<file path="src/pmc_pkg.sv">
// Purpose: Shared constants and types for the power mode and clock option controller
// Assumes: AXI4-Lite register access, 32-bit data, 25 MHz aclk
// Notes:   Option fields live in one configuration register loaded by software
package pmc_pkg;
  // Register byte offsets
  localparam logic [7:0] PMC_OFF_CTRL   = 8'h00;
  localparam logic [7:0] PMC_OFF_OPT    = 8'h04;
  localparam logic [7:0] PMC_OFF_CMD    = 8'h08;
  localparam logic [7:0] PMC_OFF_STATUS = 8'h0C;
  // Control register field positions
  localparam int PMC_CTRL_GATE    = 0;
  localparam int PMC_CTRL_OSCEN   = 1;
  // Option register field positions
  localparam int PMC_OPT_FSSEL    = 0;
  localparam int PMC_OPT_WDCLK    = 1;
  localparam int PMC_OPT_WDEN     = 2;
  localparam int PMC_OPT_TOUT     = 3;
  localparam int PMC_OPT_CLR2     = 5;
  localparam int PMC_OPT_BZDIV    = 6;
  localparam int PMC_OPT_BZEN     = 9;
  localparam int PMC_OPT_INTEDGE  = 10;
  localparam int PMC_OPT_WAKE     = 16;
  // Command register bit positions (write one to issue)
  localparam int PMC_CMD_HALT     = 0;
  localparam int PMC_CMD_CLR      = 1;
  localparam int PMC_CMD_CLR1     = 2;
  localparam int PMC_CMD_CLR2     = 3;
  // Reset values
  localparam logic [1:0]  PMC_CTRL_RST = 2'h0;
  localparam logic [23:0] PMC_OPT_RST  = 24'h000000;
  // Watchdog timeout base exponent and buzzer base exponent
  localparam int PMC_WD_BASE_EXP  = 12;
  localparam int PMC_BUZ_BASE_EXP = 2;
  localparam int PMC_DIV_W        = 17;
  // External interrupt trigger selections
  localparam logic [1:0] PMC_EDGE_OFF  = 2'h0;
  localparam logic [1:0] PMC_EDGE_FALL = 2'h1;
  localparam logic [1:0] PMC_EDGE_RISE = 2'h2;
  localparam logic [1:0] PMC_EDGE_BOTH = 2'h3;
  // AXI responses
  localparam logic [1:0] PMC_RESP_OKAY   = 2'h0;
  localparam logic [1:0] PMC_RESP_SLVERR = 2'h2;
  typedef enum logic [1:0] {PMC_NORMAL, PMC_IDLE, PMC_HALT} pmc_mode_t;
endpackage

</file>
<file path="src/pmc_ctrl.sv">
// Purpose: Operating mode, clock gating and option logic of a small microcontroller
// Assumes: Software drives the halt instruction and option fuses over AXI4-Lite
// Notes:   The internal RC oscillator is seen here as a sampled pin ticking input
//
// Overview of operation
// - Without halt, run Normal: external oscillator on, RC clock on, system clock external.
// - Halt with gate bit 0 enters Idle; RC clock and oscillator stay on.
// - Halt with gate 1 and watchdog on enters Halt; RC clock off, oscillator on.
// - Halt with gate 1 and watchdog off stops every clock and oscillator.
// - RC oscillator stays disabled unless the watchdog oscillator enable is set.
// - Option clock is either the RC oscillator or system clock divided by four.
// - Watchdog counting clock is system clock divided by four or RC oscillator.
// - Watchdog enable is an option only; it decides RC oscillator in Halt.
// - Four watchdog timeout ranges, 2^12 up to 2^15 watchdog clock periods.
// - One-time clear resets watchdog at once; two-time needs both clears.
// - Buzzer output is option clock divided by 2^2 through 2^9.
// - Falling edge on a wake-enabled port A pin leaves power down.
// - Option makes the two lowest port A pins general I/O or buzzer pair.
// - External interrupt trigger: disabled, falling, rising, or either edge.
// - Gate bit 0 keeps RC clock running in halt; 1 disables it.
`timescale 1ns/1ps
module pmc_ctrl
  import pmc_pkg::*;
(
  input  wire logic        aclk,
  input  wire logic        aresetn,
  input  wire logic [7:0]  s_axi_awaddr,
  input  wire logic        s_axi_awvalid,
  output logic             s_axi_awready,
  input  wire logic [31:0] s_axi_wdata,
  input  wire logic [3:0]  s_axi_wstrb,
  input  wire logic        s_axi_wvalid,
  output logic             s_axi_wready,
  output logic [1:0]       s_axi_bresp,
  output logic             s_axi_bvalid,
  input  wire logic        s_axi_bready,
  input  wire logic [7:0]  s_axi_araddr,
  input  wire logic        s_axi_arvalid,
  output logic             s_axi_arready,
  output logic [31:0]      s_axi_rdata,
  output logic [1:0]       s_axi_rresp,
  output logic             s_axi_rvalid,
  input  wire logic        s_axi_rready,
  input  wire logic [7:0]  port_a_in,
  input  wire logic        irc_tick_in,
  input  wire logic        ext_int_in,
  output logic             ext_osc_en,
  output logic             sys_clk_en,
  output logic             irc_clk_en,
  output logic             irc_osc_en,
  output logic             wdog_reset,
  output logic             ext_int_pulse,
  output logic             wake_pulse,
  output logic [1:0]       buzzer_output,
  output logic [1:0]       buzzer_oe
);
  typedef struct packed {
    logic              awready;
    logic              wready;
    logic              bvalid;
    logic [1:0]        bresp;
    logic              aw_got;
    logic              w_got;
    logic [7:0]        awaddr;
    logic [31:0]       wdata;
    logic              arready;
    logic              rvalid;
    logic [1:0]        rresp;
    logic [31:0]       rdata;
    logic [1:0]        ctrl;
    logic [23:0]       opt;
    pmc_mode_t         mode;
    logic [1:0]        div4;
    logic              irc_prev;
    logic [PMC_DIV_W-1:0] wd_cnt;
    logic [9:0]        buz_cnt;
    logic              buz;
    logic              buz_n;
    logic              clr1_seen;
    logic              clr2_seen;
    logic              wd_rst;
    logic [7:0]        port_a_prev;
    logic              int_prev;
    logic              int_pulse;
    logic              wake;
    logic              ext_osc;
    logic              sys_en;
    logic              irc_clk;
    logic              irc_osc;
  } pmc_state_t;

  pmc_state_t s_q;
  pmc_state_t s_d;
  logic [9:0]  pin_sync;
  logic [7:0]  port_a_s;
  logic        irc_s;
  logic        int_s;

  // Pins cross into aclk through two flops each
  pmc_sync #(.W(10)) i_pmc_sync (
    .aclk    (aclk),
    .aresetn (aresetn),
    .din     ({ext_int_in, irc_tick_in, port_a_in}),
    .dout    (pin_sync)
  );
  assign port_a_s = pin_sync[7:0];
  assign irc_s    = pin_sync[8];
  assign int_s    = pin_sync[9];

  // Next-state logic: bus slave, mode machine, dividers, watchdog, edges
  always_comb
  begin
    logic        halt_cmd;
    logic        clr_cmd;
    logic        clr1_cmd;
    logic        clr2_cmd;
    logic        opt_tick;
    logic        wd_tick;
    logic        sys4_tick;
    logic        irc_rise;
    logic [7:0]  port_a_fall;
    logic [3:0]  buz_sel;
    logic [4:0]  wd_sel;
    logic        wd_clear;
    logic        irc_allowed;
    s_d         = s_q;
    halt_cmd    = 1'b0;
    clr_cmd     = 1'b0;
    clr1_cmd    = 1'b0;
    clr2_cmd    = 1'b0;
    opt_tick    = 1'b0;
    wd_tick     = 1'b0;
    sys4_tick   = 1'b0;
    irc_rise    = 1'b0;
    port_a_fall = 8'h00;
    wd_clear    = 1'b0;
    irc_allowed = 1'b0;
    buz_sel     = 4'h0;
    wd_sel      = 5'h00;

    // Write channel: address and data taken in either order
    s_d.awready = 1'b0;
    s_d.wready  = 1'b0;
    if (s_axi_awvalid && !s_q.aw_got && !s_q.awready && !s_q.bvalid)
      s_d.awready = 1'b1;
    if (s_axi_wvalid && !s_q.w_got && !s_q.wready && !s_q.bvalid)
      s_d.wready = 1'b1;
    if (s_q.awready && s_axi_awvalid)
    begin
      s_d.aw_got = 1'b1;
      s_d.awaddr = s_axi_awaddr;
    end
    if (s_q.wready && s_axi_wvalid)
    begin
      s_d.w_got = 1'b1;
      s_d.wdata = s_axi_wdata;
    end
    if (s_q.aw_got && s_q.w_got && !s_q.bvalid)
    begin
      s_d.aw_got = 1'b0;
      s_d.w_got  = 1'b0;
      s_d.bvalid = 1'b1;
      s_d.bresp  = PMC_RESP_OKAY;
      case (s_q.awaddr)
        PMC_OFF_CTRL:   s_d.ctrl = s_q.wdata[1:0];
        PMC_OFF_OPT:    s_d.opt  = s_q.wdata[23:0];
        PMC_OFF_CMD:
        begin
          halt_cmd = s_q.wdata[PMC_CMD_HALT];
          clr_cmd  = s_q.wdata[PMC_CMD_CLR];
          clr1_cmd = s_q.wdata[PMC_CMD_CLR1];
          clr2_cmd = s_q.wdata[PMC_CMD_CLR2];
        end
        PMC_OFF_STATUS: ;
        default:        s_d.bresp = PMC_RESP_SLVERR;
      endcase
    end
    if (s_q.bvalid && s_axi_bready)
      s_d.bvalid = 1'b0;

    // Read channel: one outstanding read, status shows live state
    s_d.arready = 1'b0;
    if (s_axi_arvalid && !s_q.arready && !s_q.rvalid)
      s_d.arready = 1'b1;
    if (s_q.arready && s_axi_arvalid)
    begin
      s_d.rvalid = 1'b1;
      s_d.rresp  = PMC_RESP_OKAY;
      case (s_axi_araddr)
        PMC_OFF_CTRL:   s_d.rdata = {30'h0, s_q.ctrl};
        PMC_OFF_OPT:    s_d.rdata = {8'h00, s_q.opt};
        PMC_OFF_CMD:    s_d.rdata = 32'h0;
        PMC_OFF_STATUS: s_d.rdata = {24'h0, s_q.clr2_seen, s_q.clr1_seen,
                                     s_q.irc_osc, s_q.irc_clk, s_q.sys_en,
                                     s_q.ext_osc, 2'(s_q.mode)};
        default:
        begin
          s_d.rdata = 32'h0;
          s_d.rresp = PMC_RESP_SLVERR;
        end
      endcase
    end
    if (s_q.rvalid && s_axi_rready)
      s_d.rvalid = 1'b0;

    // Edge detection on synchronised pins
    irc_rise     = irc_s && !s_q.irc_prev;
    s_d.irc_prev = irc_s;
    port_a_fall     = s_q.port_a_prev & ~port_a_s;
    s_d.port_a_prev = port_a_s;
    s_d.int_prev = int_s;
    case (s_q.opt[PMC_OPT_INTEDGE +: 2])
      PMC_EDGE_FALL: s_d.int_pulse = s_q.int_prev && !int_s;
      PMC_EDGE_RISE: s_d.int_pulse = !s_q.int_prev && int_s;
      PMC_EDGE_BOTH: s_d.int_pulse = s_q.int_prev != int_s;
      default:       s_d.int_pulse = 1'b0;
    endcase

    // Wake on a falling edge of an enabled port A pin, only out of power down
    s_d.wake = (s_q.mode != PMC_NORMAL) &&
               |(port_a_fall & s_q.opt[PMC_OPT_WAKE +: 8]);

    // Mode machine
    case (s_q.mode)
      PMC_NORMAL:
        if (halt_cmd)
          s_d.mode = s_q.ctrl[PMC_CTRL_GATE] ? PMC_HALT : PMC_IDLE;
      PMC_IDLE, PMC_HALT:
        if (s_q.wake || s_q.int_pulse)
          s_d.mode = PMC_NORMAL;
      default: s_d.mode = PMC_NORMAL;
    endcase

    // Clock enables follow the mode; RC oscillator needs the enable field
    irc_allowed = s_q.ctrl[PMC_CTRL_OSCEN];
    s_d.ext_osc = (s_d.mode == PMC_NORMAL);
    s_d.sys_en  = (s_d.mode == PMC_NORMAL);
    s_d.irc_clk = irc_allowed && (s_d.mode != PMC_HALT);
    s_d.irc_osc = irc_allowed &&
                  ((s_d.mode != PMC_HALT) || s_q.opt[PMC_OPT_WDEN]);

    // System clock divided by four, counted only while it runs
    sys4_tick = s_q.sys_en && (s_q.div4 == 2'h3);
    if (s_q.sys_en)
      s_d.div4 = s_q.div4 + 2'h1;
    opt_tick = s_q.opt[PMC_OPT_FSSEL] ? sys4_tick : (irc_rise && s_q.irc_osc);
    wd_tick = s_q.opt[PMC_OPT_WDCLK] ? (irc_rise && s_q.irc_osc) : sys4_tick;

    // Watchdog clear: single or paired instructions
    if (s_q.opt[PMC_OPT_CLR2])
    begin
      s_d.clr1_seen = s_q.clr1_seen || clr1_cmd;
      s_d.clr2_seen = s_q.clr2_seen || clr2_cmd;
      if (s_d.clr1_seen && s_d.clr2_seen)
      begin
        wd_clear      = 1'b1;
        s_d.clr1_seen = 1'b0;
        s_d.clr2_seen = 1'b0;
      end
    end
    else
      wd_clear = clr_cmd;

    // Watchdog counter; timeout bit is 2^(12+sel), so period lies in the range
    wd_sel     = 5'(PMC_WD_BASE_EXP) + {3'h0, s_q.opt[PMC_OPT_TOUT +: 2]};
    s_d.wd_rst = 1'b0;
    if (!s_q.opt[PMC_OPT_WDEN] || wd_clear)
      s_d.wd_cnt = '0;
    else if (wd_tick)
    begin
      s_d.wd_cnt = s_q.wd_cnt + 17'h00001;
      if (s_d.wd_cnt[wd_sel])
      begin
        s_d.wd_rst = 1'b1;
        s_d.wd_cnt = '0;
      end
    end

    // Buzzer toggles at option clock/2^(2+sel); a half period is 2^(1+sel) ticks
    buz_sel = 4'(PMC_BUZ_BASE_EXP - 1) + {1'b0, s_q.opt[PMC_OPT_BZDIV +: 3]};
    if (opt_tick)
    begin
      s_d.buz_cnt = s_q.buz_cnt + 10'h001;
      if (s_d.buz_cnt[buz_sel])
      begin
        s_d.buz     = !s_q.buz;
        s_d.buz_cnt = '0;
      end
    end
    // Inverse pin has its own flop so both pins come straight from registers
    s_d.buz_n = !s_d.buz;
  end

  // One register stage holds all state
  always_ff @(posedge aclk)
  begin
    if (!aresetn)
    begin
      s_q      <= '0;
      s_q.ctrl <= PMC_CTRL_RST;
      s_q.opt  <= PMC_OPT_RST;
      s_q.mode <= PMC_NORMAL;
      s_q.buz_n <= 1'b1;
    end
    else
      s_q <= s_d;
  end

  // Outputs straight from flops
  assign s_axi_awready = s_q.awready;
  assign s_axi_wready  = s_q.wready;
  assign s_axi_bresp   = s_q.bresp;
  assign s_axi_bvalid  = s_q.bvalid;
  assign s_axi_arready = s_q.arready;
  assign s_axi_rdata   = s_q.rdata;
  assign s_axi_rresp   = s_q.rresp;
  assign s_axi_rvalid  = s_q.rvalid;
  assign ext_osc_en    = s_q.ext_osc;
  assign sys_clk_en    = s_q.sys_en;
  assign irc_clk_en    = s_q.irc_clk;
  assign irc_osc_en    = s_q.irc_osc;
  assign wdog_reset    = s_q.wd_rst;
  assign ext_int_pulse = s_q.int_pulse;
  assign wake_pulse    = s_q.wake;
  // Complementary buzzer pair; pins left to port logic when option is off
  assign buzzer_output = {s_q.buz_n, s_q.buz};
  assign buzzer_oe     = {2{s_q.opt[PMC_OPT_BZEN]}};
endmodule

</file>
<file path="src/pmc_sync.sv">
// Purpose: Two flip-flop synchroniser for a bus of asynchronous pins
// Assumes: Destination clock aclk, synchronous active-low reset
// Notes:   First stage is read only by the second stage
`timescale 1ns/1ps
module pmc_sync #(
  parameter int W = 8
) (
  input  wire logic         aclk,
  input  wire logic         aresetn,
  input  wire logic [W-1:0] din,
  output logic      [W-1:0] dout
);
  typedef struct packed {
    logic [W-1:0] meta;
    logic [W-1:0] stable;
  } pmc_sync_state_t;

  pmc_sync_state_t s_q;
  pmc_sync_state_t s_d;

  // Next stage values; the first stage feeds only the second
  always_comb
  begin
    s_d.meta   = din;
    s_d.stable = s_q.meta;
  end

  // Two stages guard against metastability on pin inputs
  always_ff @(posedge aclk)
  begin
    if (!aresetn)
      s_q <= '0;
    else
      s_q <= s_d;
  end

  assign dout = s_q.stable;
endmodule

</file>
<file path="config.mk">
export PLATFORM = sky130hd
export DESIGN_NAME = pmc_ctrl
export DESIGN_NICKNAME = d
export VERILOG_FILES = /design/src/pmc_pkg.sv /design/src/pmc_ctrl.sv /design/src/pmc_sync.sv
export SDC_FILE = /design/constraint.sdc
export NUM_CORES = 1
export LEC_CHECK = 0
export ABC_AREA = 1
export ABC_CLOCK_PERIOD_IN_PS = 3800
export BUFFER_PORTS_ARGS = -buffer_cell sky130_fd_sc_hd__buf_2
export CAP_MARGIN = 20
export CORE_ASPECT_RATIO = 1.1
export CORE_MARGIN = 2
export CORE_UTILIZATION = 57
export DETAILED_ROUTE_END_ITERATION = 10
export GPL_ROUTABILITY_DRIVEN = 1
export PLACE_DENSITY = 0.81
export SYNTH_ARGS = -nofsm -noshare
export SYNTH_HDL_FRONTEND = slang
export SYNTH_SLANG_ARGS = --single-unit
</file>
<file path="constraint.sdc">
create_clock -name aclk -period 3.8 [get_ports aclk]
set_input_delay 0.57 -clock aclk [delete_from_list [all_inputs] [get_ports aclk]]
set_output_delay 0.57 -clock aclk [all_outputs]
set_load 0.05 [all_outputs]
</file>
==> results.py <==
metrics = {
    "critical_path": {
        "rrSetupSlack_ns": 1.73,
        "crit_required_ns": 4.09,
        "crit_path_start": "s_axi_bvalid$_SDFFE_PP0P_",
        "r2r_end": "s_q[53]$_SDFFE_PN0P_",
        "cp_max_fo": 27,
        "cp_data_arrival_time_ns": 2.37,
        "cpPeakStageDelay_ns": 0.46,
        "critPathLaunchType": "flop",
        "crit_chain": "nor3_4, nand3_2, buf_4, o21ai_0, a21oi_1",
        "crit_family": "simple AND/OR/NAND/NOR gates",
        "crit_path_end_kind": "flop",
        "critical_path_buf_inv_count": 1,
        "crit_type": "reg -> reg",
        "ff2ff_path_depth": 5,
        "reg2reg_from": "s_axi_bvalid$_SDFFE_PP0P_",
        "cpMaxStageDelayCell": "nor3_4",
    },
    "sta": {
        "hold_viol_final": 0,
        "setup-violations-final": 0,
        "slew_headroom_pct": 45.1,
        "rsz0062_at_grt": "no",
        "skew_ns": 0.00672,
        "fin_crit_sh_pct": 54.5,
        "period_needed_ns": 2.07,
        "worst_slack_ns": 1.73,
        "fmax_mhz": 483,
        "worst_pin_slew_ns": 0.823,
        "finalMaxSlewViolations": 0,
        "tns_ns": 0,
    },
    "grt": {
        "grt_usage_pct": 23.5,
        "grt_pass1_vias": 5400,
        "grt_pass1_wl_um": 24500,
        "grt_max_degree": 81,
        "grt-ovfl-total": 0,
        "antenna_found_initial": 0,
    },
    "place": {
        "port_buffers": 98,
        "gp_congestion": 0.887,
        "place_ws_ns": 1.76,
        "hpwl_um": 9830,
    },
    "drt": {
        "met3WireLength_um": 683,
        "wl_um": 14400,
        "wl_met1_um": 6370,
        "ant_nets": 0,
        "route.met2.wl_um": 6980,
        "drt-initial-drc-count": 385,
        "highest_layer": "met4",
        "vias": 5876,
        "drt_pass1_iterations": 5,
        "drc": 0,
        "post_drt_wl_per_cell_um": 12.3,
        "viasPerCell": 5.05,
    },
    "yosys": {
        "synthArstFlopShare_pct": 0,
        "syn_avg_cell_area_um2": 7.35,
        "synthTopCellsByCount": "nand2_1, dfxtp_1, nor2_1",
        "synth_cells": 941,
        "syn_area_um2": 6920,
        "synth-seq-cells": 160,
        "synth_top_area_cell": "dfxtp_1",
        "synth_top_area_share_pct": 46.3,
        "ys_types": 39,
        "ys.flop_type": "dfxtp_1",
        "yosysWarnings": 0,
        "synth_edf_count": 0,
        "yosysSeqAreaShare_pct": 46.3,
        "synth.most_common_cell": "nand2_1",
        "yosys-top-cells-area": "dfxtp_1, nand2_1, o21ai_0",
    },
    "floorplanning": {
        "fp-row-count": 42,
        "dieWidth_um": 109,
        "core-area_um2": 11900,
        "design.die.area_um2": 13000,
        "boundaryPins": 121,
        "start_util_pct": 58.0,
        "die_y_um": 120,
    },
    "power_and_ir_drop": {
        "p_seq_share_pct": 47.8,
        "power_density_nw_per_um2": 468,
        "leakage_nw": 3.40,
        "p_switching_mw": 0.885,
        "swShare_pct": 24.3,
        "irDropWorstVdd_mv": 0.306,
        "p_int_mw": 2.77,
        "pwr-share-clk_pct": 45.9,
        "p_comb_share_pct": 6.3,
    },
    "finish": {
        "area_growth_pct": 12.9,
        "antenna_cells": 0,
        "layout-drive-gt1-share_pct": 16.2,
        "n_fill_cell": 1036,
        "nets": 1074,
    },
    "cts": {
        "cts.sinks": 160,
        "cts_max_level": 4,
        "cts-root-buf": "clkbuf_16",
        "path_clk_slew_ns": 0.06,
        "cts_resized": 0,
        "numCtsBuffers": 17,
        "cts_hold_buffers": 0,
        "cts_max_path_buffers": 2,
        "postCtsSetupBuffers": 0,
        "clk_latency_ns": 0.42,
        "cts_tree": "built",
    },
    "flow_run": {
        "max_cap_violations": 0,
    },
    "outcome": {
        "status": "finished, final reports clean",
    },
    "worst_hold_path": {
        "worst_hold_startpoint": "port_a_in[6]",
        "holdPathStages": 3,
        "min_to": "i_pmc_sync.s_d[6]$_SDFF_PN0_",
        "worstHoldPathType": "in -> reg",
    },
}
[metrics by stage]
stage,std cells,hold slack [ns],power (mW),instance area (µm²),utilization [%]
finish,1164,0.328,3.65,7810,65.5
global route,1164,0.329,3.78,7810,65.5
CTS,1164,0.321,3.67,7810,65.5
detailed placement,1132,0.396,2.01,7220,60.6
global placement,1131,0.396,2.01,7200,60.3
floorplan,950,0.390,1.96,6950,-
[sequential cells by signal, indices dropped and copies added, names as in the netlist, 10 cells and up, named ones only]
register,flops
i_pmc_sync.dout,10
i_pmc_sync.s_d,10
s_axi_rdata,24
s_q,100
[tightest hold or removal path: cells and delay by family]
kind | cells | cell delay [ns]
simple gates | 1 | 0.04
buf+inv | 2 | 0.11
[per-layer routing]
metal	global-route usage, %	vias to the layer above
li1	-	3057
met4	8.97	0
met1	29.5	2657
met5	0	-
met3	4.45	25
met2	39.5	137
[how the worst max path moves through the flow]
stage                     slack (ns)  depth (start not counted)                      endpoint
after CTS                       1.72                          6          s_q[53]$_SDFFE_PN0P_
after global routing            1.48                          7          s_q[57]$_SDFFE_PN0P_
after floorplan                 2.11                         11          s_q[41]$_SDFFE_PP0N_
after detailed placement        1.76                          5          s_q[54]$_SDFFE_PN0P_
final                           1.73                          5          s_q[53]$_SDFFE_PN0P_
after global placement          1.61                          5  s_axi_rdata[13]$_SDFFE_PN0P_
[area by class of cell]
| type | count | area (µm²) | share of cell area, % |
|---|---|---|---|
| flip-flops and latches | 160 | 3200 | 41.0 |
| multi-input cells | 602 | 2850 | 36.5 |
| repair buffers | 103 | 551 | 7.05 |
| inverters | 113 | 429 | 5.50 |
| clock buffers | 17 | 425 | 5.45 |
| well taps | 154 | 193 | 2.47 |
| clock inverters | 15 | 159 | 2.03 |
[kinds of logic (layout without fill, tap and decap cells)]
| family | Yosys count | in the layout | share of synthesized area [%] |
|---|---|---|---|
| AO/OA/AOI/OAI | 182 | 182 | 13.8 |
| XOR/XNOR | 7 | 7 | 0.886 |
| adder cells (fa/ha/maj) | 8 | 8 | 1.45 |
| buffers and inverters | 188 | 248 | 13.0 |
| flip-flops | 160 | 160 | 46.3 |
| other | 1 | 10 | 0.0542 |
| AND/OR/NAND/NOR | 395 | 395 | 24.5 |
[power groups by stage]
stage | Combinational (mW) | Clock, mW | Sequential (mW)
2_1_floorplan | 0.172 | 0 | 1.79
3_3_place_gp | 0.222 | 0 | 1.78
3_5_place_dp | 0.229 | 0 | 1.78
4_1_cts | 0.230 | 1.69 | 1.75
5_1_grt | 0.255 | 1.78 | 1.75
6_report | 0.229 | 1.68 | 1.75
[cell usage in the layout (no fill, tap or decap), drive strengths merged]
| master | instances |
|---|---|
| a211oi | 1 |
| a21oi | 74 |
| a41oi | 1 |
| and2 | 1 |
| buf | 103 |
| bufinv | 2 |
| clkbuf | 17 |
| clkinv | 5 |
| clkinvlp | 3 |
| conb | 10 |
| dfxtp | 160 |
| ha | 8 |
| inv | 118 |
| nand2 | 197 |
| nand3 | 41 |
| nand3b | 1 |
| nand4 | 14 |
| nor2 | 127 |
| nor3 | 6 |
| nor3b | 2 |
| nor4 | 5 |
| o2111ai | 2 |
| o211ai | 2 |
| o21ai | 99 |
| o21bai | 3 |
| or2 | 1 |
| xnor2 | 3 |
| xor2 | 4 |
Power figures use the tool's default switching activity.
